### src/qgdsc_pkg.sv
// Constants, field layout and types shared by the quad gate driver serial control
// Functional notes
// RQ1: Frames are eight bits, shifted through one internal register while chip select is low.
// RQ2: Serial data input is sampled into the register on each serial clock rise.
// RQ3: Next output bit is shifted out on each serial clock fall during selection.
// RQ4: Gate is on when its serial bit or its parallel input is high.
// RQ5: Parallel input high turns its gate on without any serial transfer.
// RQ6: Command field picks one of eight deglitch times for all three fault kinds.
// RQ7: Command sleep bit puts the device into its low current sleep state.
// RQ8: Each channel reports a two bit code: normal, open, over-current, short.
// RQ9: Over-voltage lockout asserts the interrupt while every reported fault bit reads zero.
// RQ10: Shifted-in bits pass through to the serial output for daisy chains.
// RQ11: Chip select falling enables the interface and refreshes the fault interrupt.
// RQ12: With chip select high the register captures fault status for the next read.
// RQ13: Serial output is not driven while chip select is high.
// RQ14: Retry mode low: over-current or short latches the channel gate off.
// RQ15: Retry mode high: over-current or short starts low duty cycle auto retry.
// RQ16: Fault interrupt is active low open drain, asserted on any detected fault.
// RQ17: Open load is checked only while off; over-current and short only while on.
// RQ18: Reset low clears registers, fault bits, gates and the latched interrupt.
// RQ19: A latched interrupt is released only by chip select falling, or reset.
// RQ20: Command takes effect on chip select rising; frames move most significant bit first.
// RQ21: Command bit positions and fault code values are fixed here and documented.
package qgdsc_pkg;

    // Frame and channel geometry
    localparam int unsigned N_CH      = 4;
    localparam int unsigned FRAME_W   = 8;
    localparam int unsigned CODE_W    = 2;
    localparam int unsigned DGL_SEL_W = 3;

    // Command field positions (see RQ21)
    localparam int unsigned CMD_GATE_LSB  = 0;
    localparam int unsigned CMD_DGL_LSB   = 4;
    localparam int unsigned CMD_SLEEP_BIT = 7;
    localparam logic [7:0]  CMD_RESET     = 8'h00;

    // Fault codes, channel n sits at status bits [2n+1:2n] (see RQ21)
    localparam logic [1:0] CODE_NORMAL  = 2'h0;
    localparam logic [1:0] CODE_OPEN    = 2'h1;
    localparam logic [1:0] CODE_OVERCUR = 2'h2;
    localparam logic [1:0] CODE_SHORT   = 2'h3;

    // Timing: deglitch step per setting and auto-retry off time
    localparam int unsigned CLK_PERIOD_NS = 50;
    localparam int unsigned DGL_STEP_NS   = 10000;
    localparam int unsigned DGL_STEP_CYC  = (DGL_STEP_NS + CLK_PERIOD_NS - 1) / CLK_PERIOD_NS;
    localparam int unsigned RETRY_OFF_NS  = 10000000;
    localparam int unsigned RETRY_OFF_CYC = (RETRY_OFF_NS + CLK_PERIOD_NS - 1) / CLK_PERIOD_NS;
    localparam int unsigned DGL_CNT_W     = 12;
    localparam int unsigned RETRY_CNT_W   = 20;

    // Per-channel gate state
    typedef enum logic [1:0] {
        CH_OFF,
        CH_ON,
        CH_LATCH,
        CH_RETRY
    } qgdsc_ch_state_t;

endpackage

### src/qgdsc_sync.sv
// Two flip-flop synchroniser for a vector of independent level inputs
`timescale 1ns/10ps
module qgdsc_sync #(
    parameter int unsigned W       = 1,
    parameter logic [W-1:0] RST_VAL = '0
) (
    // Clock and reset
    input  wire logic         i_clk,
    input  wire logic         i_rst_n,
    // Asynchronous inputs and their synchronised copies
    input  wire logic [W-1:0] i_async,
    output logic      [W-1:0] o_sync
);

    logic [W-1:0] meta_q;
    logic [W-1:0] sync_q;

    // First stage feeds only the second stage
    always_ff @(posedge i_clk) begin
        if (!i_rst_n) begin
            meta_q <= RST_VAL;
            sync_q <= RST_VAL;
        end else begin
            meta_q <= i_async;
            sync_q <= meta_q;
        end
    end

    assign o_sync = sync_q;

endmodule

### src/qgdsc_top.sv
// Serial control, fault handling and gate logic of the quad gate driver
`timescale 1ns/10ps
module qgdsc_top #(
    parameter int unsigned RETRY_OFF_CYC = qgdsc_pkg::RETRY_OFF_CYC
) (
    // Clock and reset
    input  wire logic                        i_clk,
    input  wire logic                        i_rst_n,
    // Serial link from the host
    input  wire logic                        i_cs_n,
    input  wire logic                        i_sclk,
    input  wire logic                        i_sdi,
    output logic                             o_sdo,
    output logic                             o_sdo_oe,
    // Parallel control and fault mode
    input  wire logic [qgdsc_pkg::N_CH-1:0]  i_parallel_gate_in,
    input  wire logic                        i_retry_mode_select,
    // Analog detector results
    input  wire logic [qgdsc_pkg::N_CH-1:0]  i_open_load_det,
    input  wire logic [qgdsc_pkg::N_CH-1:0]  i_over_current_det,
    input  wire logic [qgdsc_pkg::N_CH-1:0]  i_short_gnd_det,
    input  wire logic                        i_over_voltage,
    // Gate drive and analog controls
    output logic [qgdsc_pkg::N_CH-1:0]       o_gate_drive_out,
    output logic [qgdsc_pkg::DGL_SEL_W-1:0]  o_deglitch_sel,
    output logic                             o_sleep,
    // Open-drain fault interrupt
    output logic                             o_fault_irq_n_o,
    output logic                             o_fault_irq_n_oe
);
    import qgdsc_pkg::*;

    ////////////////////////////////////////////////////////////////////////////
    // Input synchronisation

    localparam int unsigned SYNC_W = 5 + 4 * N_CH;
    localparam logic [SYNC_W-1:0] SYNC_RST = {1'b1, {(SYNC_W-1){1'b0}}};

    logic [SYNC_W-1:0] async_in;
    logic [SYNC_W-1:0] sync_out;
    logic              cs_n_s;
    logic              sclk_s;
    logic              sdi_s;
    logic              retry_s;
    logic              ovlo_s;
    logic [N_CH-1:0]   par_s;
    logic [N_CH-1:0]   open_s;
    logic [N_CH-1:0]   oc_s;
    logic [N_CH-1:0]   short_s;

    // Every pin-side input except i_rst_n passes two flip-flops first
    // All these pins share one synchroniser, so they keep their relative timing
    assign async_in = {i_cs_n, i_sclk, i_sdi, i_retry_mode_select, i_over_voltage,
                       i_parallel_gate_in, i_open_load_det, i_over_current_det,
                       i_short_gnd_det};

    qgdsc_sync #(
        .W       (SYNC_W),
        .RST_VAL (SYNC_RST)
    ) u_sync (
        .i_clk   (i_clk),
        .i_rst_n (i_rst_n),
        .i_async (async_in),
        .o_sync  (sync_out)
    );

    // Split the synchronised vector
    assign {cs_n_s, sclk_s, sdi_s, retry_s, ovlo_s, par_s, open_s, oc_s, short_s} = sync_out;

    ////////////////////////////////////////////////////////////////////////////
    // Edge detection on chip select and serial clock

    logic cs_n_prev_q;
    logic sclk_prev_q;
    logic cs_fall;
    logic cs_rise;
    logic sclk_rise;
    logic sclk_fall;

    // Previous synchronised levels
    // Reset values match the idle pin levels, so no false edge follows reset
    always_ff @(posedge i_clk) begin
        if (!i_rst_n) begin
            cs_n_prev_q <= 1'b1;
            sclk_prev_q <= 1'b0;
        end else begin
            cs_n_prev_q <= cs_n_s;
            sclk_prev_q <= sclk_s;
        end
    end

    // Serial clock edges count only while selected; chip select edges always count
    assign cs_fall   = cs_n_prev_q & ~cs_n_s;
    assign cs_rise   = ~cs_n_prev_q & cs_n_s;
    assign sclk_rise = ~cs_n_s & ~sclk_prev_q & sclk_s;
    assign sclk_fall = ~cs_n_s & sclk_prev_q & ~sclk_s;

    ////////////////////////////////////////////////////////////////////////////
    // Shift register, fault capture and serial output

    logic [FRAME_W-1:0] sr_q;
    logic [FRAME_W-1:0] sr_d;
    logic               smp_q;
    logic               sdo_q;
    logic               sdo_d;
    logic               sdo_oe_q;
    logic [FRAME_W-1:0] status_frame;
    logic [CODE_W-1:0]  code_q [N_CH];

    // Status frame, forced to zero under over-voltage lockout
    generate
        for (genvar n = 0; n < N_CH; n++) begin : g_frame
            assign status_frame[CODE_W*n +: CODE_W] = ovlo_s ? CODE_NORMAL : code_q[n]; // see RQ9
        end
    endgenerate

    // Capture while deselected, shift on falling edges, MSB leaves first
    assign sr_d = cs_n_s    ? status_frame :                        // see RQ12
                  sclk_fall ? {sr_q[FRAME_W-2:0], smp_q} :          // see RQ1 RQ10
                  sr_q;
    assign sdo_d = cs_fall   ? sr_q[FRAME_W-1] :                    // see RQ20
                   sclk_fall ? sr_q[FRAME_W-2] :                    // see RQ3
                   sdo_q;

    // Rising edge samples the input bit
    always_ff @(posedge i_clk) begin
        if (!i_rst_n) begin
            smp_q <= 1'b0;
        end else if (sclk_rise) begin
            smp_q <= sdi_s; // see RQ2
        end
    end

    // Shift register and output pin
    // Received bits leave on sdo a frame later, which lets devices be chained
    always_ff @(posedge i_clk) begin
        if (!i_rst_n) begin
            sr_q     <= '0;
            sdo_q    <= 1'b0;
            sdo_oe_q <= 1'b0;
        end else begin
            sr_q     <= sr_d;
            sdo_q    <= sdo_d;
            sdo_oe_q <= ~cs_n_s; // see RQ13
        end
    end

    ////////////////////////////////////////////////////////////////////////////
    // Command register, loaded when chip select rises

    logic [N_CH-1:0]      gate_cmd_q;
    logic [DGL_SEL_W-1:0] dgl_sel_q;
    logic                 sleep_q;

    // Transfer the last eight received bits
    always_ff @(posedge i_clk) begin
        if (!i_rst_n) begin
            gate_cmd_q <= CMD_RESET[CMD_GATE_LSB +: N_CH];
            dgl_sel_q  <= CMD_RESET[CMD_DGL_LSB +: DGL_SEL_W];
            sleep_q    <= CMD_RESET[CMD_SLEEP_BIT];
        end else if (cs_rise) begin
            gate_cmd_q <= sr_q[CMD_GATE_LSB +: N_CH];      // see RQ20
            dgl_sel_q  <= sr_q[CMD_DGL_LSB +: DGL_SEL_W];  // see RQ6
            sleep_q    <= sr_q[CMD_SLEEP_BIT];             // see RQ7
        end
    end

    ////////////////////////////////////////////////////////////////////////////
    // Per-channel detection, deglitch and gate state

    // Deglitch length in cycles for a setting
    function automatic logic [DGL_CNT_W-1:0] dgl_limit(input logic [DGL_SEL_W-1:0] sel);
        logic [DGL_CNT_W-1:0] steps;
        steps     = DGL_CNT_W'(sel) + DGL_CNT_W'(1);
        dgl_limit = DGL_CNT_W'(steps * DGL_CNT_W'(DGL_STEP_CYC));
    endfunction

    logic [DGL_CNT_W-1:0] dgl_lim;
    logic                 drive_en;
    logic [N_CH-1:0]      on_req;
    logic [N_CH-1:0]      gate_on_d;

    assign dgl_lim  = dgl_limit(dgl_sel_q);
    assign drive_en = ~sleep_q & ~ovlo_s;                           // see RQ7 RQ9
    assign on_req   = gate_cmd_q | par_s;                           // see RQ4 RQ5

    qgdsc_ch_state_t      st_q   [N_CH];
    qgdsc_ch_state_t      st_d   [N_CH];
    logic [CODE_W-1:0]    cond   [N_CH];
    logic [CODE_W-1:0]    prev_q [N_CH];
    logic [DGL_CNT_W-1:0] dcnt_q [N_CH];
    logic [RETRY_CNT_W-1:0] rcnt_q [N_CH];
    logic [N_CH-1:0]      fire;
    logic [N_CH-1:0]      hard;

    generate
        for (genvar n = 0; n < N_CH; n++) begin : g_ch
            logic is_on;

            // Detector qualification by the present gate state
            assign is_on   = (st_q[n] == CH_ON);
            assign cond[n] = (short_s[n] & is_on) ? CODE_SHORT :    // see RQ17
                             (oc_s[n] & is_on)    ? CODE_OVERCUR :  // see RQ17
                             (open_s[n] & ~is_on) ? CODE_OPEN :     // see RQ17
                             CODE_NORMAL;
            assign fire[n] = (cond[n] != CODE_NORMAL) && (cond[n] == prev_q[n])
                             && (dcnt_q[n] == dgl_lim);             // see RQ6
            assign hard[n] = fire[n] & cond[n][1];
            // A lasting open-load fault keeps fire high, since the counter saturates at the limit

            // Deglitch counter restarts whenever the condition changes
            always_ff @(posedge i_clk) begin
                if (!i_rst_n) begin
                    prev_q[n] <= CODE_NORMAL;
                    dcnt_q[n] <= '0;
                end else begin
                    prev_q[n] <= cond[n];
                    if (cond[n] == CODE_NORMAL || cond[n] != prev_q[n]) begin
                        dcnt_q[n] <= '0;
                    end else if (dcnt_q[n] != dgl_lim) begin
                        dcnt_q[n] <= dcnt_q[n] + 1'b1;
                    end
                end
            end

            // Reported code: a new fault wins over the chip select clear
            always_ff @(posedge i_clk) begin
                if (!i_rst_n) begin
                    code_q[n] <= CODE_NORMAL; // see RQ18
                end else if (fire[n]) begin
                    code_q[n] <= cond[n]; // see RQ8
                end else if (cs_fall) begin
                    code_q[n] <= CODE_NORMAL;
                end
            end

            // Gate state next value
            always_comb begin
                st_d[n] = st_q[n];
                unique case (st_q[n])
                    CH_OFF: begin
                        if (on_req[n] && drive_en) begin
                            st_d[n] = CH_ON;
                        end
                    end
                    CH_ON: begin
                        if (!(on_req[n] && drive_en)) begin
                            st_d[n] = CH_OFF;
                        end else if (hard[n]) begin
                            st_d[n] = retry_s ? CH_RETRY : CH_LATCH; // see RQ14 RQ15
                        end
                    end
                    CH_LATCH: begin
                        if (!on_req[n]) begin
                            st_d[n] = CH_OFF; // see RQ14
                        end
                    end
                    CH_RETRY: begin
                        if (!on_req[n] || rcnt_q[n] == '0) begin
                            st_d[n] = CH_OFF; // see RQ15
                        end
                    end
                endcase
            end
            assign gate_on_d[n] = (st_d[n] == CH_ON);

            // State and retry off-time counter
            // The channel stays off for RETRY_OFF_CYC + 1 cycles before it may switch on again
            always_ff @(posedge i_clk) begin
                if (!i_rst_n) begin
                    st_q[n]   <= CH_OFF;
                    rcnt_q[n] <= '0;
                end else begin
                    st_q[n] <= st_d[n];
                    if (st_q[n] != CH_RETRY && st_d[n] == CH_RETRY) begin
                        rcnt_q[n] <= RETRY_CNT_W'(RETRY_OFF_CYC - 1); // see RQ15
                    end else if (rcnt_q[n] != '0) begin
                        rcnt_q[n] <= rcnt_q[n] - 1'b1;
                    end
                end
            end
        end
    endgenerate

    ////////////////////////////////////////////////////////////////////////////
    // Gate outputs and fault interrupt

    logic [N_CH-1:0] gate_q;
    logic            irq_q;
    logic            irq_set;

    // A qualified fault or lockout sets the interrupt; a code that only stands
    // does not, so the chip select clear can release it once the cause is gone
    assign irq_set = (|fire) | ovlo_s; // see RQ9 RQ16

    // Gate outputs follow the channel states
    always_ff @(posedge i_clk) begin
        if (!i_rst_n) begin
            gate_q <= '0; // see RQ18
        end else begin
            gate_q <= gate_on_d; // see RQ4 RQ5
        end
    end

    // Interrupt latch: set wins over the chip select release
    always_ff @(posedge i_clk) begin
        if (!i_rst_n) begin
            irq_q <= 1'b0; // see RQ18
        end else if (irq_set) begin
            irq_q <= 1'b1; // see RQ16
        end else if (cs_fall) begin
            irq_q <= 1'b0; // see RQ11 RQ19
        end
    end

    // Open drain: pull low while latched, never drive high
    // Only the enable moves, so the line can be shared with other devices
    logic irq_lvl_q;
    logic irq_oe_q;
    always_ff @(posedge i_clk) begin
        if (!i_rst_n) begin
            irq_lvl_q <= 1'b0;
            irq_oe_q  <= 1'b0;
        end else begin
            irq_lvl_q <= 1'b0;
            irq_oe_q  <= irq_q; // see RQ16
        end
    end

    ////////////////////////////////////////////////////////////////////////////
    // Output connections, all from flip-flops

    assign o_sdo            = sdo_q;
    assign o_sdo_oe         = sdo_oe_q;
    assign o_gate_drive_out = gate_q;
    assign o_deglitch_sel   = dgl_sel_q;
    assign o_sleep          = sleep_q;
    assign o_fault_irq_n_o  = irq_lvl_q;
    assign o_fault_irq_n_oe = irq_oe_q;

endmodule

### config.mk
export PLATFORM = sky130hd
export DESIGN_NAME = qgdsc_top
export DESIGN_NICKNAME = d
export VERILOG_FILES = /design/src/qgdsc_pkg.sv /design/src/qgdsc_sync.sv /design/src/qgdsc_top.sv
export SDC_FILE = /design/constraint.sdc
export NUM_CORES = 1
export LEC_CHECK = 0
export ABC_AREA = 1
export BUFFER_PORTS_ARGS = -buffer_cell sky130_fd_sc_hd__clkbuf_2
export CORE_MARGIN = 3
export CORE_UTILIZATION = 30
export CTS_CLUSTER_SIZE = 24
export DETAILED_ROUTE_END_ITERATION = 16
export PLACE_DENSITY_LB_ADDON = 0.05
export SYNTH_ARGS = -nofsm -noshare
export SYNTH_HDL_FRONTEND = slang
export SYNTH_SLANG_ARGS = --single-unit
export TNS_END_PERCENT = 1
### constraint.sdc
create_clock -name i_clk -period 5.2 [get_ports i_clk]
set_input_delay 0.26 -clock i_clk [delete_from_list [all_inputs] [get_ports i_clk]]
set_output_delay 0.26 -clock i_clk [all_outputs]
set_load 0.03 [all_outputs]
==> results.md <==
- Status: finished, final reports clean
- Die Area: 42200 um2
- Synthesized area: ~12000 um2
- Worst min path class: input port to flip-flop
- Slew headroom: 0.303
- Maximum vdd drop: between 0.0002 and 0.00025 V
- Reg-to-Reg Start: o_deglitch_sel[0]
- Clock Tree Root: clkbuf_16
- CTS tree: built
- Initial Util: 0.306
- RSZ-0062 raised after global routing: no
- Initial antenna violation count: 0
- Switch share: 0.314
- Final number of hold-violating endpoints: 0
- Period utilization: 0.815
- GRT overflow: 0
- GP Congestion: approximately 0.80
- FF+latch area: between 5000 and 6000 um2
- Critical Path Start Type: flip-flop
- Crit path required time: between 5000 and 6000 ps
- WL per Instance: 14.0 um
- Slew @ Worst Pin: roughly 1000 ps
- Internal: about 3.9 mW
- R2R cell count: 16
- Die Y: 205 um
- Comb pwr share: 0.236
- Setup CP Type: flip-flop to flip-flop
- Vias in the first global route: slightly below 9000
- Die Width: about 210 um
- #FFs+latches synth: 221
- Min Tclk post-route: about 4200 ps
- Hold worst-path end: u_sync.o_sync[5]
- Top-area cell type share of the netlist area: 0.342
- Leakage: 6.05 nW
- CTS Buf Count: 29
- Io pins: 35
- Switching pwr: about 1.8 mW
- Setup TNS: 0 ps
- Ys Warns: 0
- # DRC: 0
- First-pass GRT wire length: approximately 47000 um
- Row Count: between 70 and 80
- WHS: 320 ps
- Max-Cap Viols: 0
- Worst hold stages: 3
- Maximum clock path buffer count: 3
- # resized after CTS: 0
- First-pass DRT Iterations: 5
- HP Start: i_rst_n
- Pwr dens: around 410 nW/um2
- Layout cells sized above 1: 0.117
- Largest net degree at the start of global routing: 74
- Core area: between 30000 and 40000 um2
- Setup-failing EPs final: 0
- Mapped Cells: between 1000 and 1500
- Total number of vias: between 9000 and 10000
- Area contributors post-synth: edfxtp_1 34%, dfxtp_1 14%, nand2_1 7.7%
- DRT Wirelength: roughly 28000 um
- Reg2reg end: rcnt_q[3][19]
- Critical path peak fanout: 14
- Leading area contributor after synthesis: edfxtp_1
- Seq pwr share: 0.412
- # port buffers: 33
- H-tree levels: 1
- Clock Skew: 23.6 ps
- Clock latency at the later pin of the worst-skew pair: between 500 and 600 ps
- Multi-input gate area: approximately 5200 um2
- Detailed Place HPWL: about 20000 um
- Routed Antenna Nets: 0
- Syn-to-layout area delta: 15.5%
- # fillers: between 4000 and 5000
- Peak Freq: around 240 MHz
- # clock sinks: about 220
- Vias per cell: 4.51
- Setup crit end kind: flip-flop
- Initial drt markers: 402
- R2r setup slk: about 960 ps
- Register area share after synthesis: 0.485
- Final Slew Violations: 0
- Distinct cells, synth: 47
- Syn Area/Cell: around 8.4 um2
- Total GRT Usage: 0.135
- Clock transition at path regs: roughly 60 ps
- Power share of the clock group: 0.352
- Nets: about 1500
- Worst path arrival time: 4500 ps
- # diodes: 0
## final cells by class
| class | instances | share of cell area |
|---|---|---|
| flip-flops and latches | 221 | 0.420 |
| multi-input cells | 961 | 0.376 |
| clock buffers | 48 | 0.0668 |
| inverters | 203 | 0.0553 |
| well taps | 518 | 0.0470 |
| repair buffers | 63 | 0.0323 |
| clock inverters | 6 | 0.00327 |
## cell usage in the layout (no fill, tap or decap), types with 22 or more instances in the layout
| cell | instances |
|---|---|
| dfxtp_1 | 85 |
| nand3_1 | 65 |
| o21ai_0 | 33 |
| clkbuf_2 | 32 |
| nand2_1 | 245 |
| nor3_1 | 47 |
| inv_1 | 189 |
| nand4_1 | 57 |
| clkbuf_16 | 32 |
| ha_1 | 22 |
| edfxtp_1 | 136 |
| a21oi_1 | 28 |
| nor2_1 | 231 |
| xnor2_1 | 34 |
| nor2_2 | 26 |
| xor2_1 | 61 |
## synth_stat cells (all sizes together)
library cell	number
a21boi	2
a21oi	30
a31oi	2
and2	1
and3	2
buf	19
clkbuf	19
clkinv	1
conb	1
dfxtp	85
edfxtp	136
fa	1
ha	22
inv	202
nand2	262
nand3	71
nand3b	7
nand4	57
nor2	262
nor3	52
nor3b	22
nor4	18
o211ai	4
o21ai	42
o21bai	1
or2	6
xnor2	34
xor2	61
## state kept, by name, summed over array words and instances (netlist names), 4 cells and up
signal / count
rcnt_q: 80
dcnt_q: 48
u_sync.meta_q: 21
u_sync.o_sync: 21
code_q: 8
prev_q: 8
sr_q: 8
st_q: 8
gate_cmd_q: 4
o_gate_drive_out: 4
## per-layer routing
metal  share of wire  global-route usage  wire (um)
met5               0                   0          0
met4           0.023              0.0315        647
met3           0.037              0.0228       1030
met2            0.43               0.211      12200
met1            0.51               0.197      14300
## worst max-delay path by stage
stage                      start       endpoint  slack, ps  cells after the start
3_3_place_gp   o_deglitch_sel[0]  rcnt_q[3][15]       1020                     16
2_1_floorplan  o_deglitch_sel[0]   rcnt_q[3][0]       1040                     20
6_report       o_deglitch_sel[0]  rcnt_q[3][19]        960                     16
4_1_cts        o_deglitch_sel[0]  rcnt_q[1][14]        910                     16
3_5_place_dp   o_deglitch_sel[0]  rcnt_q[3][19]        900                     16
5_1_grt        o_deglitch_sel[0]  rcnt_q[1][14]        430                     18
## cells by family (layout without fill, tap and decap cells)
| logic type | count (synthesis) | count (layout) | share of synthesized area |
|---|---|---|---|
| xor+xnor | 95 | 95 | 0.0697 |
| compound gates | 81 | 81 | 0.0378 |
| other cells | 1 | 2 | 0.000314 |
| buf+inv | 241 | 320 | 0.0816 |
| flops | 221 | 221 | 0.485 |
| simple gates | 760 | 760 | 0.301 |
| fa+ha+maj | 23 | 23 | 0.0247 |
## power by group through the flow
stage,logic (mW),registers (mW),clock network [mW]
floorplan,1.09,2.32,0
global placement,1.34,2.37,0
detailed placement,1.34,2.37,0
CTS,1.36,2.33,2.08
global route,1.55,2.36,2.14
finish,1.34,2.33,1.99
## critical path: stages (launching register included)
cell	delay, ps
dfxtp_1	330
inv_2	80
ha_1	470
inv_2	110
xor2_1	200
fa_1	720
nor2_1	90
a21oi_1	130
nand3_1	90
nor2_1	100
nand3_1	130
nor3_4	280
nand4_1	190
a21oi_1	190
nand2_2	190
nand3_1	320
buf_4	310
## repair_timing
| item | CTS | global route |
|---|---|---|
| endpoints found under the hold margin | 21 | 0 |
| hold buffers | 21 | 0 |
| buffers inserted | 0 | 0 |
## through the flow
step | area [um2] | total power, mW | setup WS (ps) | instances | util
floorplan | 11900 | 3.41 | 1040 | 1423 | -
global placement | 12600 | 3.71 | 1020 | 1945 | 0.323
detailed placement | 12600 | 3.70 | 897 | 1945 | 0.323
CTS | 13800 | 5.77 | 906 | 2020 | 0.353
global route | 13800 | 6.06 | 428 | 2020 | 0.353
finish | 13800 | 5.66 | 961 | 2020 | 0.353
(Power assumes the default switching activity.)
